==> config.mk <==
export PLATFORM = sky130hd
export DESIGN_NAME = bcc_core
export DESIGN_NICKNAME = d
export VERILOG_FILES = /design/src/inc/bcc_pkg.sv /design/src/hdl/bcc_sync2.sv /design/src/hdl/bcc_prescaler.sv /design/src/hdl/bcc_core.sv
export VERILOG_INCLUDE_DIRS = /design/src /design/src/inc
export SDC_FILE = /design/constraint.sdc
export NUM_CORES = 1
export LEC_CHECK = 0
export ABC_AREA = 1
export BUFFER_PORTS_ARGS = -buffer_cell sky130_fd_sc_hd__buf_2
export CORE_MARGIN = 3
export CORE_UTILIZATION = 54
export DETAILED_ROUTE_END_ITERATION = 12
export PLACE_DENSITY = 0.71
export SETUP_SLACK_MARGIN = 0.2
export SLEW_MARGIN = 20
export SYNTH_ARGS = -nofsm -noshare
export SYNTH_HDL_FRONTEND = slang
export SYNTH_SLANG_ARGS = --single-unit
==> constraint.sdc <==
create_clock -name clk -period 3.2 [get_ports clk]
set_input_delay 0.16 -clock clk [delete_from_list [all_inputs] [get_ports clk]]
set_output_delay 0.16 -clock clk [all_outputs]
set_load 0.02 [all_outputs]
==> src/inc/bcc_defs.svh <==
// register indices, field positions, reset values and counts for the calendar clock core
// Summary of operation
// - two pages, shared status register selects page
// - page 0 clock, page 1 scratch; two blocks
// - oscillator idle until crystal select written
// - ten synchronous BCD counters, hundredths to years
// - calendar counters wrap to one except year, others zero
// - 12-hour hours wrap to one, toggle PM
// - day of year twelve bits, two addresses
// - counters undefined until host writes time
// - periodic event at rollover; host services quickly
// - time save enable copies; clearing it freezes
// - snapshot touches only used bits
// - snapshot never catches partial rollover
// - run bit clear halts counting and carries
// - stopping clock clears prescaler fraction
// - prescaler divides crystal to 32 kHz, 100 Hz
// - crystal select picks one of four rates
// - timer and clock prescalers enabled separately
// - reading periodic flags clears only the bits read
// - periodic flag sets at counter rollover
`ifndef BCC_DEFS_SVH
`define BCC_DEFS_SVH
`define BCC_IDX_MSR 5'h00
`define BCC_IDX_RTM 5'h01
`define BCC_IDX_TCTL 5'h02
`define BCC_IDX_PFLAG 5'h03
`define BCC_IDX_ROUTE 5'h04
`define BCC_IDX_CNT0 5'h05
`define BCC_IDX_CNTN 5'h0E
`define BCC_IDX_TS0 5'h0F
`define BCC_NUM_CNT 10
`define BCC_NUM_TS 5
`define BCC_C_HUN 0
`define BCC_C_SEC 1
`define BCC_C_MIN 2
`define BCC_C_HR 3
`define BCC_C_DOM 4
`define BCC_C_MON 5
`define BCC_C_YR 6
`define BCC_C_DOYL 7
`define BCC_C_DOYH 8
`define BCC_C_DOW 9
`define BCC_MSR_PAGE 6
`define BCC_MSR_BLOCK 7
`define BCC_RTM_12H 2
`define BCC_RTM_RUN 3
`define BCC_RTM_XSEL 5:4
`define BCC_ROUTE_TSE 7
`define BCC_TCTL_RUN 0
`define BCC_RTM_RST 8'h00
`define BCC_ROUTE_RST 8'h00
`define BCC_MASK_SEC 8'h7F
`define BCC_MASK_MIN 8'h7F
`define BCC_MASK_HR 8'hBF
`define BCC_MASK_DOM 8'h3F
`define BCC_MASK_MON 8'h1F
`define BCC_TICK_HZ 100
`define BCC_FINT_32K 16'h7D00
`define BCC_FINT_32768 16'h8000
`define BCC_DIV_4194 8'h80
`define BCC_DIV_4915 8'h96
`endif

==> src/inc/bcc_pkg.sv <==
// types shared by the calendar clock core
`default_nettype none
package bcc_pkg;
   typedef logic [7:0] bcc_byte_t;
   typedef enum logic [1:0] {
      BCC_X32K = 2'h0,
      BCC_X32768 = 2'h1,
      BCC_X4194 = 2'h2,
      BCC_X4915 = 2'h3
   } bcc_xtal_e;
   typedef enum logic [2:0] {
      BCC_LOC_MSR = 3'h0,
      BCC_LOC_RTM = 3'h1,
      BCC_LOC_TCTL = 3'h2,
      BCC_LOC_PFLAG = 3'h3,
      BCC_LOC_ROUTE = 3'h4,
      BCC_LOC_CNT = 3'h5,
      BCC_LOC_RAM = 3'h6
   } bcc_loc_e;
endpackage
`default_nettype wire

==> src/hdl/bcc_sync2.sv <==
// two-flop synchroniser for pin inputs
`timescale 1ns/1ns
`default_nettype none
module bcc_sync2 #(
   parameter int W = 1
) (
   input wire logic clk,
   input wire logic rst,
   input wire logic [W-1:0] d,
   output logic [W-1:0] q
);
   logic [W-1:0] meta;

   if (W < 1) begin : g_bad_w
      $error("bcc_sync2: W must be at least 1");
   end

   always_ff @(posedge clk or posedge rst) begin
      if (rst) begin
         meta <= '0;
         q <= '0;
      end else begin
         meta <= d;
         q <= meta;
      end
   end
endmodule
`default_nettype wire

==> src/hdl/bcc_prescaler.sv <==
// crystal prescaler: crystal edges to 32 kHz, then to the counter tick
`timescale 1ns/1ns
`default_nettype none
`include "bcc_defs.svh"
module bcc_prescaler #(
   parameter int TICK_HZ = `BCC_TICK_HZ
) (
   input wire logic clk,
   input wire logic rst,
   input wire logic osc_in,
   input wire logic osc_en,
   input wire logic [1:0] xtal_sel,
   input wire logic clk_run,
   input wire logic tmr_run,
   output logic tick_clk,
   output logic tick_tmr
);
   logic osc_s;
   logic osc_d;
   logic rise;
   logic p32;
   logic [7:0] cnt1;
   logic [7:0] div;
   logic [15:0] fint;
   logic [15:0] acc;
   logic [16:0] sum;
   logic wrap;

   if (TICK_HZ < 1 || TICK_HZ > 32000) begin : g_bad_hz
      $error("bcc_prescaler: TICK_HZ out of range");
   end

   bcc_sync2 #(.W(1)) u_sync (
      .clk(clk),
      .rst(rst),
      .d(osc_in),
      .q(osc_s)
   );

   always_ff @(posedge clk or posedge rst) begin
      if (rst) begin
         osc_d <= 1'b0;
      end else begin
         osc_d <= osc_s;
      end
   end

   // oscillator stays idle until the crystal select has been written
   assign rise = osc_s & ~osc_d & osc_en;

   always_comb begin
      case (bcc_pkg::bcc_xtal_e'(xtal_sel))
         bcc_pkg::BCC_X4194: div = `BCC_DIV_4194;
         bcc_pkg::BCC_X4915: div = `BCC_DIV_4915;
         default: div = 8'h01;
      endcase
      fint = (xtal_sel == 2'h0) ? `BCC_FINT_32K : `BCC_FINT_32768;
   end

   // >= tolerates a select change while the count is above the new divide
   assign p32 = rise & (cnt1 >= div - 8'h01);
   assign sum = {1'b0, acc} + 17'(TICK_HZ);
   assign wrap = sum >= {1'b0, fint};

   always_ff @(posedge clk or posedge rst) begin
      if (rst) begin
         cnt1 <= 8'h00;
      end else if (!osc_en) begin
         cnt1 <= 8'h00;
      end else if (rise) begin
         cnt1 <= p32 ? 8'h00 : cnt1 + 8'h01;
      end
   end

   // fractional divide keeps 32.768 kHz exact; clearing drops the fraction
   always_ff @(posedge clk or posedge rst) begin
      if (rst) begin
         acc <= 16'h0000;
      end else if (!clk_run || !osc_en) begin
         acc <= 16'h0000;
      end else if (p32) begin
         acc <= wrap ? 16'(sum - {1'b0, fint}) : sum[15:0];
      end
   end

   always_ff @(posedge clk or posedge rst) begin
      if (rst) begin
         tick_clk <= 1'b0;
         tick_tmr <= 1'b0;
      end else begin
         tick_clk <= clk_run & osc_en & p32 & wrap;
         tick_tmr <= tmr_run & p32;
      end
   end
endmodule
`default_nettype wire

==> src/hdl/bcc_core.sv <==
// calendar clock core: APB register map, BCD counter chain, time save
`timescale 1ns/1ns
`default_nettype none
`include "bcc_defs.svh"
module bcc_core #(
   parameter int PADDR_W = 8,
   parameter int TICK_HZ = `BCC_TICK_HZ
) (
   input wire logic clk,
   input wire logic rst,
   input wire logic [PADDR_W-1:0] paddr,
   input wire logic psel,
   input wire logic penable,
   input wire logic pwrite,
   input wire logic [31:0] pwdata,
   output logic [31:0] prdata,
   output logic pready,
   output logic pslverr,
   input wire logic osc_in,
   output logic tick_tmr
);
   logic [7:0] cnt [0:`BCC_NUM_CNT-1];
   logic [7:0] next_cnt [0:`BCC_NUM_CNT-1];
   logic [7:0] ram [0:63];
   logic [7:0] rtm;
   logic [7:0] route;
   logic [5:0] pflag;
   logic page;
   logic block;
   logic xtal_set;
   logic tmr_run;
   logic [4:0] idx;
   logic [5:0] ram_idx;
   logic [3:0] cidx;
   logic bad;
   logic setup;
   logic wr;
   logic rd_done;
   bcc_pkg::bcc_loc_e loc;
   logic [7:0] rd_byte;
   logic tick;
   logic c_sec;
   logic c_min;
   logic c_hr;
   logic c_day;
   logic c_mon;
   logic c_yr;
   logic [5:0] ev;
   logic m12;

   if (PADDR_W < 7) begin : g_bad_aw
      $error("bcc_core: PADDR_W must be at least 7");
   end

   function automatic logic [7:0] bcd_inc(input logic [7:0] v);
      return (v[3:0] == 4'h9) ? {v[7:4] + 4'h1, 4'h0} : {v[7:4], v[3:0] + 4'h1};
   endfunction

   function automatic logic [7:0] step(input logic [7:0] v, input logic [7:0] last, input logic [7:0] first);
      return (v == last) ? first : bcd_inc(v);
   endfunction

   // two BCD year digits: divisible by four
   function automatic logic leap(input logic [7:0] y);
      logic ones0;
      logic ones2;
      ones0 = (y[3:0] == 4'h0) || (y[3:0] == 4'h4) || (y[3:0] == 4'h8);
      ones2 = (y[3:0] == 4'h2) || (y[3:0] == 4'h6);
      return y[4] ? ones2 : ones0;
   endfunction

   function automatic logic [7:0] dim(input logic [7:0] m, input logic lp);
      logic [7:0] d;
      case (m)
         8'h02: d = lp ? 8'h29 : 8'h28;
         8'h04, 8'h06, 8'h09, 8'h11: d = 8'h30;
         default: d = 8'h31;
      endcase
      return d;
   endfunction

   function automatic logic [7:0] hr_step(input logic [7:0] h, input logic mode12);
      logic [7:0] n;
      n = bcd_inc({2'b00, h[5:0]});
      if (!mode12) begin
         return step(h, 8'h23, 8'h00);
      end else if (h[5:0] == 6'h12) begin
         return {h[7], 7'h01};
      end else begin
         return {h[7] ^ (n == 8'h12), n[6:0]};
      end
   endfunction

   function automatic logic [7:0] ts_mask(input int k);
      logic [7:0] m;
      case (k)
         0: m = `BCC_MASK_SEC;
         1: m = `BCC_MASK_MIN;
         2: m = `BCC_MASK_HR;
         3: m = `BCC_MASK_DOM;
         default: m = `BCC_MASK_MON;
      endcase
      return m;
   endfunction

   function automatic bcc_pkg::bcc_loc_e decode(input logic [4:0] i, input logic pg, input logic blk);
      bcc_pkg::bcc_loc_e l;
      l = bcc_pkg::BCC_LOC_RAM;
      if (i == `BCC_IDX_MSR) begin
         l = bcc_pkg::BCC_LOC_MSR;
      end else if (pg) begin
         l = bcc_pkg::BCC_LOC_RAM;
      end else if (i >= `BCC_IDX_CNT0 && i <= `BCC_IDX_CNTN) begin
         l = bcc_pkg::BCC_LOC_CNT;
      end else if (i == `BCC_IDX_RTM && blk) begin
         l = bcc_pkg::BCC_LOC_RTM;
      end else if (i == `BCC_IDX_TCTL && blk) begin
         l = bcc_pkg::BCC_LOC_TCTL;
      end else if (i == `BCC_IDX_PFLAG && !blk) begin
         l = bcc_pkg::BCC_LOC_PFLAG;
      end else if (i == `BCC_IDX_ROUTE && !blk) begin
         l = bcc_pkg::BCC_LOC_ROUTE;
      end
      return l;
   endfunction

   assign idx = paddr[6:2];
   assign bad = (paddr >> 7) != '0;
   assign ram_idx = {page, idx};
   assign cidx = 4'(idx - `BCC_IDX_CNT0);
   assign loc = decode(idx, page, block);
   assign setup = psel & ~penable;
   assign wr = psel & penable & pwrite & ~bad;
   assign rd_done = psel & penable & ~pwrite & ~bad;
   // zero wait states: read data is captured in the setup cycle
   assign pready = 1'b1;
   assign pslverr = psel & penable & bad;
   assign m12 = rtm[`BCC_RTM_12H];

   bcc_prescaler #(.TICK_HZ(TICK_HZ)) u_pre (
      .clk(clk),
      .rst(rst),
      .osc_in(osc_in),
      .osc_en(xtal_set),
      .xtal_sel(rtm[`BCC_RTM_XSEL]),
      .clk_run(rtm[`BCC_RTM_RUN]),
      .tmr_run(tmr_run),
      .tick_clk(tick),
      .tick_tmr(tick_tmr)
   );

   // control registers
   always_ff @(posedge clk or posedge rst) begin
      if (rst) begin
         page <= 1'b0;
         block <= 1'b0;
      end else if (wr && loc == bcc_pkg::BCC_LOC_MSR) begin
         page <= pwdata[`BCC_MSR_PAGE];
         block <= pwdata[`BCC_MSR_BLOCK];
      end
   end

   always_ff @(posedge clk or posedge rst) begin
      if (rst) begin
         rtm <= `BCC_RTM_RST;
         xtal_set <= 1'b0;
      end else if (wr && loc == bcc_pkg::BCC_LOC_RTM) begin
         rtm <= pwdata[7:0];
         xtal_set <= 1'b1;
      end
   end

   always_ff @(posedge clk or posedge rst) begin
      if (rst) begin
         tmr_run <= 1'b0;
      end else if (wr && loc == bcc_pkg::BCC_LOC_TCTL) begin
         tmr_run <= pwdata[`BCC_TCTL_RUN];
      end
   end

   always_ff @(posedge clk or posedge rst) begin
      if (rst) begin
         route <= `BCC_ROUTE_RST;
      end else if (wr && loc == bcc_pkg::BCC_LOC_ROUTE) begin
         route <= pwdata[7:0];
      end
   end

   // periodic flags: a read clears only the bits the host saw, a write clears all; a new set wins
   assign ev = {c_day, c_hr, c_min, c_sec, tick & (cnt[`BCC_C_HUN][3:0] == 4'h9), tick};

   always_ff @(posedge clk or posedge rst) begin
      if (rst) begin
         pflag <= 6'h00;
      end else if (rd_done && loc == bcc_pkg::BCC_LOC_PFLAG) begin
         pflag <= (pflag & ~prdata[5:0]) | ev;
      end else if (wr && loc == bcc_pkg::BCC_LOC_PFLAG) begin
         pflag <= ev;
      end else begin
         pflag <= pflag | ev;
      end
   end

   // counter chain; a stopped prescaler gives no tick and so no carries
   always_comb begin
      next_cnt = cnt;
      c_sec = tick & (cnt[`BCC_C_HUN] == 8'h99);
      c_min = c_sec & (cnt[`BCC_C_SEC] == 8'h59);
      c_hr = c_min & (cnt[`BCC_C_MIN] == 8'h59);
      c_day = c_hr & (m12 ? (cnt[`BCC_C_HR] == 8'h91) : (cnt[`BCC_C_HR] == 8'h23));
      c_mon = c_day & (cnt[`BCC_C_DOM] == dim(cnt[`BCC_C_MON], leap(cnt[`BCC_C_YR])));
      c_yr = c_mon & (cnt[`BCC_C_MON] == 8'h12);
      if (tick) begin
         next_cnt[`BCC_C_HUN] = step(cnt[`BCC_C_HUN], 8'h99, 8'h00);
      end
      if (c_sec) begin
         next_cnt[`BCC_C_SEC] = step(cnt[`BCC_C_SEC], 8'h59, 8'h00);
      end
      if (c_min) begin
         next_cnt[`BCC_C_MIN] = step(cnt[`BCC_C_MIN], 8'h59, 8'h00);
      end
      if (c_hr) begin
         next_cnt[`BCC_C_HR] = hr_step(cnt[`BCC_C_HR], m12);
      end
      if (c_day) begin
         next_cnt[`BCC_C_DOM] = step(cnt[`BCC_C_DOM], dim(cnt[`BCC_C_MON], leap(cnt[`BCC_C_YR])), 8'h01);
         next_cnt[`BCC_C_DOW] = step(cnt[`BCC_C_DOW], 8'h07, 8'h01);
         if (c_yr) begin
            next_cnt[`BCC_C_DOYL] = 8'h01;
            next_cnt[`BCC_C_DOYH] = {cnt[`BCC_C_DOYH][7:4], 4'h0};
         end else if (cnt[`BCC_C_DOYL] == 8'h99) begin
            next_cnt[`BCC_C_DOYL] = 8'h00;
            next_cnt[`BCC_C_DOYH] = {cnt[`BCC_C_DOYH][7:4], cnt[`BCC_C_DOYH][3:0] + 4'h1};
         end else begin
            next_cnt[`BCC_C_DOYL] = bcd_inc(cnt[`BCC_C_DOYL]);
         end
      end
      if (c_mon) begin
         next_cnt[`BCC_C_MON] = step(cnt[`BCC_C_MON], 8'h12, 8'h01);
      end
      if (c_yr) begin
         next_cnt[`BCC_C_YR] = step(cnt[`BCC_C_YR], 8'h99, 8'h00);
      end
      // a host load beats the carry into the same byte
      if (wr && loc == bcc_pkg::BCC_LOC_CNT) begin
         next_cnt[cidx] = pwdata[7:0];
      end
   end

   // no reset: counter contents are meaningless until the host writes a time
   always_ff @(posedge clk) begin
      for (int i = 0; i < `BCC_NUM_CNT; i++) begin
         cnt[i] <= next_cnt[i];
      end
   end

   // scratch storage and time save copy
   always_ff @(posedge clk) begin
      if (wr && loc == bcc_pkg::BCC_LOC_RAM) begin
         ram[ram_idx] <= pwdata[7:0];
      end
      // copy from registered counters, which change all in one edge
      if (route[`BCC_ROUTE_TSE]) begin
         for (int k = 0; k < `BCC_NUM_TS; k++) begin
            ram[{1'b0, 5'(`BCC_IDX_TS0 + 5'(k))}] <=
               (ram[{1'b0, 5'(`BCC_IDX_TS0 + 5'(k))}] & ~ts_mask(k)) | (cnt[k + 1] & ts_mask(k));
         end
      end
   end

   always_comb begin
      case (loc)
         bcc_pkg::BCC_LOC_MSR: rd_byte = {block, page, 6'h00};
         bcc_pkg::BCC_LOC_RTM: rd_byte = rtm;
         bcc_pkg::BCC_LOC_TCTL: rd_byte = {7'h00, tmr_run};
         bcc_pkg::BCC_LOC_PFLAG: rd_byte = {2'h0, pflag};
         bcc_pkg::BCC_LOC_ROUTE: rd_byte = route;
         bcc_pkg::BCC_LOC_CNT: rd_byte = cnt[cidx];
         default: rd_byte = ram[ram_idx];
      endcase
   end

   always_ff @(posedge clk or posedge rst) begin
      if (rst) begin
         prdata <= 32'h0000_0000;
      end else if (setup) begin
         prdata <= bad ? 32'h0000_0000 : {24'h000000, rd_byte};
      end
   end
endmodule
`default_nettype wire

==> metrics.yaml, run 1 <==
outcome:
  status: "completed"
synthesis:
  synth.avg_cell_area_um2: 10.25
  synth_top_area_frac: 0.5286
  ys_seq_area_frac: 0.6326
  synthCells: 2860
  synth_edf_count: 516
  netlist_area_um2: 29310
  synth.area.top_cells: "edfxtp_1, nand2_1, dfrtp_1, dfxtp_1, o22ai_1"
  ys_warn_count: 0
  synth_ff_type: "edfxtp_1"
  synth_area_leader_cell: "edfxtp_1"
  synth_cell_type_count: 48
  ys_async_sr_fraction: 0.09342
  synth-seq-cells: 653
finish:
  final_area_um2: 33460
  final_common_cell: "nand2_1"
  nets: 3130
  drive_gt1_frac: 0.1072
  mostFrequentLayoutCells: "nand2_1, edfxtp_1, nor2_1"
  syn2layout_area_growth_pct: 14.15
global_routing:
  grt_pass1_wl_um: 125400
  track_usage: 0.2872
  grt_antenna_before_repair: 1
  grt_overflow: 0
  grt_max_degree: 68
  grt_pass1_vias: 21760
hold_path:
  hold_path.startpoint: "pwdata[3]"
  hold_class: "primary input to register"
  whs_endpoint: "ram[45][3]$_DFFE_PP_"
  hold_depth: 1
drt:
  wire_per_inst_um: 21.80
  drt_iter0_markers: 2063
  dr_wl_met2_um: 38800
  wl_met1_um: 32860
  firstDrtPassIters: 6
  postRouteAntennaNets: 0
  vias: 22360
  top_layer: "met4"
  wirelength_um: 82110
  remaining_drc_errors: 0
  viasPerCell: 5.936
  wl_met3_um: 6981
setup_path:
  r2r_slack_ns: 0.31
  end_kind: "register"
  cp_cell_sequence: "ha_2 -> nand2_2 -> nand2_2 -> nand2_2 -> nor2_4 -> inv_2 -> nor2_2 -> xor2_1 -> inv_1 -> ha_4 -> nand2_4 -> nor2_4 -> nand2_1 -> nor3_2 -> nand4_1 -> nand3b_1 -> inv_2 -> buf_4 -> nand3_1 -> nand3_1 -> nand2_1"
  critPathBufInv: 4
  cpMostUsedCell: "nand2_2"
  rr_endpoint: "u_pre.acc[14]$_DFFE_PP0P_"
  crit_type: "register to register"
  crit_family: "simple AND/OR/NAND/NOR gates"
  slowest_stage: "dfrtp_1"
  reg2reg_from: "u_pre.acc[3]$_DFFE_PP0P_"
  cp_data_arrival_time_ns: 3.43
  crit_path_max_incr_delay_ns: 0.42
  required_ns: 3.74
  critPathMaxFanout: 4
  ff2ff_path_depth: 21
  cp-start-kind: "register"
clock_network:
  cts_tree: "yes"
  insertion_delay_ns: 0.61
  numCtsBuffers: 69
  clockRootBuffer: "clkbuf_16"
  clock_path_buffers: 3
  htreeDepth: 3
  cts_sinks: 653
  clkTransAtPathRegs_ns: 0.06
power:
  p_per_area_nw_per_um2: 553.0
  comb_power_share: 0.074
  leakagePower_uw: 0.01295
  clkPwrFrac: 0.412
  seqPwrFrac: 0.514
  p_int_uw: 14130
  max-vdd-ir-drop_mv: 0.4321
  p_sw_frac: 0.2367
  switchingPower_uw: 4380
placement:
  io_buffers: 29
  hpwl_um: 53530
  place_congestion: 0.9716
  place_area_um2: 31090
timing:
  slew_headroom: 0.4057
  hold_viol: 0
  rsz0062_at_grt: "true"
  slew_violations: 0
  fin_setup_tns_ns: 0
  worst_pin_slew_ns: 0.8914
  max_freq_ghz: 0.3455
  fin_skew_ns: 0.02542
  period_needed_ns: 2.895
  min_period_over_period: 0.9046
  final-setup-viol-count: 0
die:
  die_w_um: 239.0
  dieHeight_um: 239.0
  num_rows: 84
  initial_utilization: 0.5512
  die_area_um2: 57120
  io_pins: 81
  core-area_um2: 53180
flow_run:
  cap_violations: 0
cell usage after synthesis (3+ instances only):
| library cell | count |
|---|---|
| nand2_1 | 576 |
| edfxtp_1 | 516 |
| nor2_1 | 362 |
| o22ai_1 | 239 |
| inv_1 | 187 |
| o21ai_0 | 174 |
| nand3_1 | 164 |
| a21oi_1 | 95 |
| dfxtp_1 | 76 |
| clkbuf_1 | 65 |
| dfrtp_1 | 61 |
| ha_1 | 59 |
| buf_2 | 42 |
| nand4_1 | 39 |
| nor3_1 | 37 |
| xor2_1 | 29 |
| buf_4 | 26 |
| o211ai_1 | 13 |
| xnor2_1 | 9 |
| nand3b_1 | 8 |
| a31oi_1 | 7 |
| buf_1 | 7 |
| inv_2 | 7 |
| nor3_2 | 7 |
| o21ai_1 | 7 |
| or2_1 | 5 |
| nor4_1 | 4 |
| or2_2 | 4 |
| a211oi_1 | 3 |
| a22oi_1 | 3 |
| nor2_2 | 3 |
| nor2_4 | 3 |
state kept, by name, indices dropped and copies added (netlist names):
signal,cells
xtal_set,1
route,8
u_pre.acc,14
tmr_run,1
u_pre.tick_clk,1
prdata,8
u_pre.u_sync.meta,1
ram,512
cnt,80
u_pre.u_sync.q,1
u_pre.osc_d,1
block,1
pflag,6
rtm,8
page,1
u_pre.cnt1,8
u_pre.tick_tmr,1
timing repair:
action | in CTS | in global routing
hold endpoints to repair | 31 | 0
endpoints found under the setup margin | 7 | 9
resized for setup | 4 | 27
gates cloned | 0 | 1
hold buffers | 2 | 0
setup buffers | 3 | 8
pin swaps | 0 | 16
metal layers:
layer  GRT usage  vias up
met1      0.3842    10730
li1            -    10310
met4      0.1211        0
met2      0.4661     1115
met5           0        -
met3     0.05192      209
logic make-up after synthesis:
| family | synth area share |
|---|---|
| compound gates | 0.1073 |
| fa+ha+maj | 0.02518 |
| buf+inv | 0.04815 |
| flops | 0.6326 |
| mux | 0.001110 |
| simple gates | 0.1741 |
| other cells | 0.0002562 |
| xor+xnor | 0.01135 |
layout make-up:
| cell class | instances | area, um2 |
|---|---|---|
| Fill cell | 4211 | 19720 |
| Sequential cell | 653 | 18540 |
| Multi-Input combinational cell | 1966 | 10080 |
| Clock buffer | 93 | 1877 |
| Timing Repair Buffer | 139 | 1105 |
| Tap cell | 688 | 860.8 |
| Inverter | 196 | 735.7 |
| Clock inverter | 31 | 256.5 |
| Antenna cell | 1 | 2.502 |
worst max path at each step:
stage                                         from                         to  slack [ns]  depth (start not counted)
final                     u_pre.acc[3]$_DFFE_PP0P_  u_pre.acc[14]$_DFFE_PP0P_        0.31                         21
after detailed placement  u_pre.acc[2]$_DFFE_PP0P_   u_pre.acc[9]$_DFFE_PP0P_        0.05                         18
after global routing      u_pre.acc[2]$_DFFE_PP0P_   u_pre.acc[8]$_DFFE_PP0P_        0.13                         21
after floorplan                           paddr[2]       ram[30][0]$_DFFE_PP_        0.22                         15
after global placement    u_pre.acc[2]$_DFFE_PP0P_   u_pre.acc[8]$_DFFE_PP0P_        0.13                         18
after CTS                 u_pre.acc[3]$_DFFE_PP0P_   u_pre.acc[9]$_DFFE_PP0P_        0.23                         21
per-stage QoR:
step | std cells | worst slack, ns | power (uW) | hold slack (ns) | utilization
after CTS | 3757 | 0.2288 | 18580 | 0.002470 | 0.6257
after detailed placement | 3628 | 0.05144 | 11030 | 0.2694 | 0.5846
after floorplan | 2955 | 0.2185 | 10470 | 0.1914 | -
final | 3767 | 0.3053 | 18500 | 0.02455 | 0.6292
after global routing | 3766 | 0.1252 | 19110 | 0.02099 | 0.6291
after global placement | 3628 | 0.1305 | 11000 | 0.2710 | 0.5846
power groups by stage:
stage / clock network (uW) / registers, uW / logic, uW
2_1_floorplan: 0 / 9670 / 797
3_3_place_gp: 0 / 9680 / 1310
3_5_place_dp: 0 / 9690 / 1340
4_1_cts: 7710 / 9520 / 1340
5_1_grt: 8080 / 9530 / 1500
6_report: 7610 / 9520 / 1370
(Power assumes the default switching activity.)
==> inputs of run 2 (changes only) <==
- clock period: 3.2 -> 3.75 ns (I/O delays scaled with it)
==> metrics.yaml, run 2 (synthesized netlist as in run 1, its figures left out) <==
outcome:
  status: "completed"
placement:
  place_area_um2: 30940  # -0.47%
  io_buffers: 29  # unchanged
  hpwl_um: 52570  # -1.8%
  place_congestion: 0.9679  # -0.38%
timing:
  slew_headroom: 0.2313  # -0.1745
  hold_viol: 0  # unchanged
  final-setup-viol-count: 0  # unchanged
  worst_pin_slew_ns: 1.144  # +0.2529 ns
  fin_skew_ns: 0.02105  # -0.004377 ns
  slew_violations: 0  # unchanged
  rsz0062_at_grt: "false"
  max_freq_ghz: 0.3200  # -7.4%
  min_period_over_period: 0.8334  # -0.07121
  fin_setup_tns_ns: 0  # unchanged
  period_needed_ns: 3.125  # +0.2305 ns
clock_network:
  cts_tree: "yes"
  cts_setup_buffers: 0  # -3
  clock_path_buffers: 3  # unchanged
  clkTransAtPathRegs_ns: 0.06  # about the same
  insertion_delay_ns: 0.61  # about the same
  htreeDepth: 3  # unchanged
  numCtsBuffers: 68  # -1.4%
  clockRootBuffer: "clkbuf_16"
  cts_sinks: 653  # unchanged
drt:
  viasPerCell: 5.923  # -0.22%
  wirelength_um: 81170  # -1.2%
  remaining_drc_errors: 0  # unchanged
  postRouteAntennaNets: 0  # unchanged
  firstDrtPassIters: 6  # unchanged
  vias: 22330  # -0.17%
  drt_iter0_markers: 2307  # +12%
  wire_per_inst_um: 21.53  # -1.2%
die:
  die_area_um2: 57120  # unchanged
  dieHeight_um: 239.0  # unchanged
  die_w_um: 239.0  # unchanged
  initial_utilization: 0.5512  # unchanged
  io_pins: 81  # unchanged
  core-area_um2: 53180  # unchanged
  num_rows: 84  # unchanged
setup_path:
  crit_type: "register to register"
  reg2reg_from: "u_pre.acc[2]$_DFFE_PP0P_"
  cp_data_arrival_time_ns: 3.61  # +0.18 ns
  end_kind: "register"
  r2r_slack_ns: 0.62  # +0.32 ns
  cp-start-kind: "register"
  ff2ff_path_depth: 18  # -14%
  rr_endpoint: "u_pre.acc[12]$_DFFE_PP0P_"
  required_ns: 4.24  # +0.50 ns
  critPathMaxFanout: 9  # +5
finish:
  mostFrequentLayoutCells: "nand2_1, edfxtp_1, nor2_1"
  syn2layout_area_growth_pct: 13.08
  top_regs: "ram (512), cnt (80), u_pre.acc (14)"
  top_register: "ram"
  nets: 3135  # +0.16%
  drive_gt1_frac: 0.09123  # -0.01598
  final_common_cell: "nand2_1"
  fill_cells: 4272  # +1.4%
  final_area_um2: 33150  # -0.94%
  largest_reg_flops: 512  # unchanged
flow_run:
  cap_violations: 0  # unchanged
global_routing:
  grt_pass1_vias: 21760  # +0.0046%
  grt_pass1_wl_um: 123400  # -1.5%
  grt_overflow: 0  # unchanged
  grt_max_degree: 61  # -10%
  grt_antenna_before_repair: 1  # unchanged
  track_usage: 0.2833  # -0.003901
hold_path:
  hold_depth: 1  # unchanged
  hold_class: "primary input to register"
  whs_endpoint: "ram[36][7]$_DFFE_PP_"
  hold_path.startpoint: "pwdata[7]"
power:
  leakagePower_uw: 0.01297  # +0.20%
  p_per_area_nw_per_um2: 479.8  # -13%
  max-vdd-ir-drop_mv: 0.3393  # -21%
-- run 2: changes by cell type in the layout (fill, tap and decap cells not counted), sizes merged --
cell and delta:
inv -1, clkbuf -8, dlygate4sd3 +1, clkinv +2, buf +5, bufinv +3
-- run 2: timing repair --
item | CTS | global route
hold endpoints to repair | 41 | 0
endpoints found under the setup margin | 0 | 8
hold buffers | 3 | 0
gates resized for setup | 0 | 1
-- run 2: worst max-delay path by stage --
stage | startpoint | endpoint | slack, ns | cells after the start
floorplan | paddr[2] | ram[28][0]$_DFFE_PP_ | 0.43 | 15
global placement | paddr[2] | ram[23][0]$_DFFE_PP_ | 0.44 | 15
detailed placement | paddr[2] | ram[15][4]$_DFFE_PP_ | 0.44 | 13
CTS | u_pre.acc[2]$_DFFE_PP0P_ | u_pre.acc[12]$_DFFE_PP0P_ | 0.56 | 18
global route | u_pre.acc[2]$_DFFE_PP0P_ | u_pre.acc[12]$_DFFE_PP0P_ | 0.27 | 21
finish | u_pre.acc[2]$_DFFE_PP0P_ | u_pre.acc[12]$_DFFE_PP0P_ | 0.62 | 18
-- run 2: layer usage --
layer | vias up | part of all wire | track usage
met3 | 203 | 0.090 | 0.04949
met5 | - | 0 | 0
met4 | 0 | 0.035 | 0.1083
met2 | 1103 | 0.48 | 0.4668
met1 | 10700 | 0.40 | 0.3786
li1 | 10320 | - | -
-- run 2: layout make-up --
class / instances / area (um2) / area share
Inverter: 196 / 735.7 / 0.02220
Clock buffer: 85 / 1797 / 0.05420
Antenna cell: 1 / 2.502 / 0.00007549
Tap cell: 688 / 860.8 / 0.02597
Sequential cell: 653 / 18540 / 0.5594
Clock inverter: 35 / 366.6 / 0.01106
Multi-Input combinational cell: 1966 / 9756 / 0.2943
Timing Repair Buffer: 145 / 1086 / 0.03276
-- run 2: worst max-delay path: stages (launching register included) --
cell and delay, ns:
dfrtp_1 0.41, ha_1 0.21, nand2_1 0.08, nand2_1 0.10
nand2_1 0.07, nor2_1 0.19, nand2_1 0.14, xor2_1 0.20
inv_1 0.07, ha_1 0.36, a21oi_1 0.25, nor2_1 0.08
a211oi_2 0.25, nand2_1 0.13, nand2_1 0.09, buf_4 0.16
nand3_1 0.08, nand3_1 0.09, nand2_1 0.05
-- run 2: through the flow --
step           hold WS (ns)    util  cells  power (uW)  worst slack [ns]
6_report            0.03945  0.6233   3769       15900            0.6248
5_1_grt             0.02965  0.6232   3768       16380            0.2710
4_1_cts            0.005902  0.6230   3768       15960            0.5640
3_5_place_dp         0.2976  0.5818   3645        9385            0.4395
3_3_place_gp         0.2992  0.5818   3645        9353            0.4449
2_1_floorplan        0.2189       -   2955        8921            0.4263
-- run 2: power by group --
part,internal [uW],switching [uW]
combinational,284,867
clock,3840,2800
sequential,8020,95.2
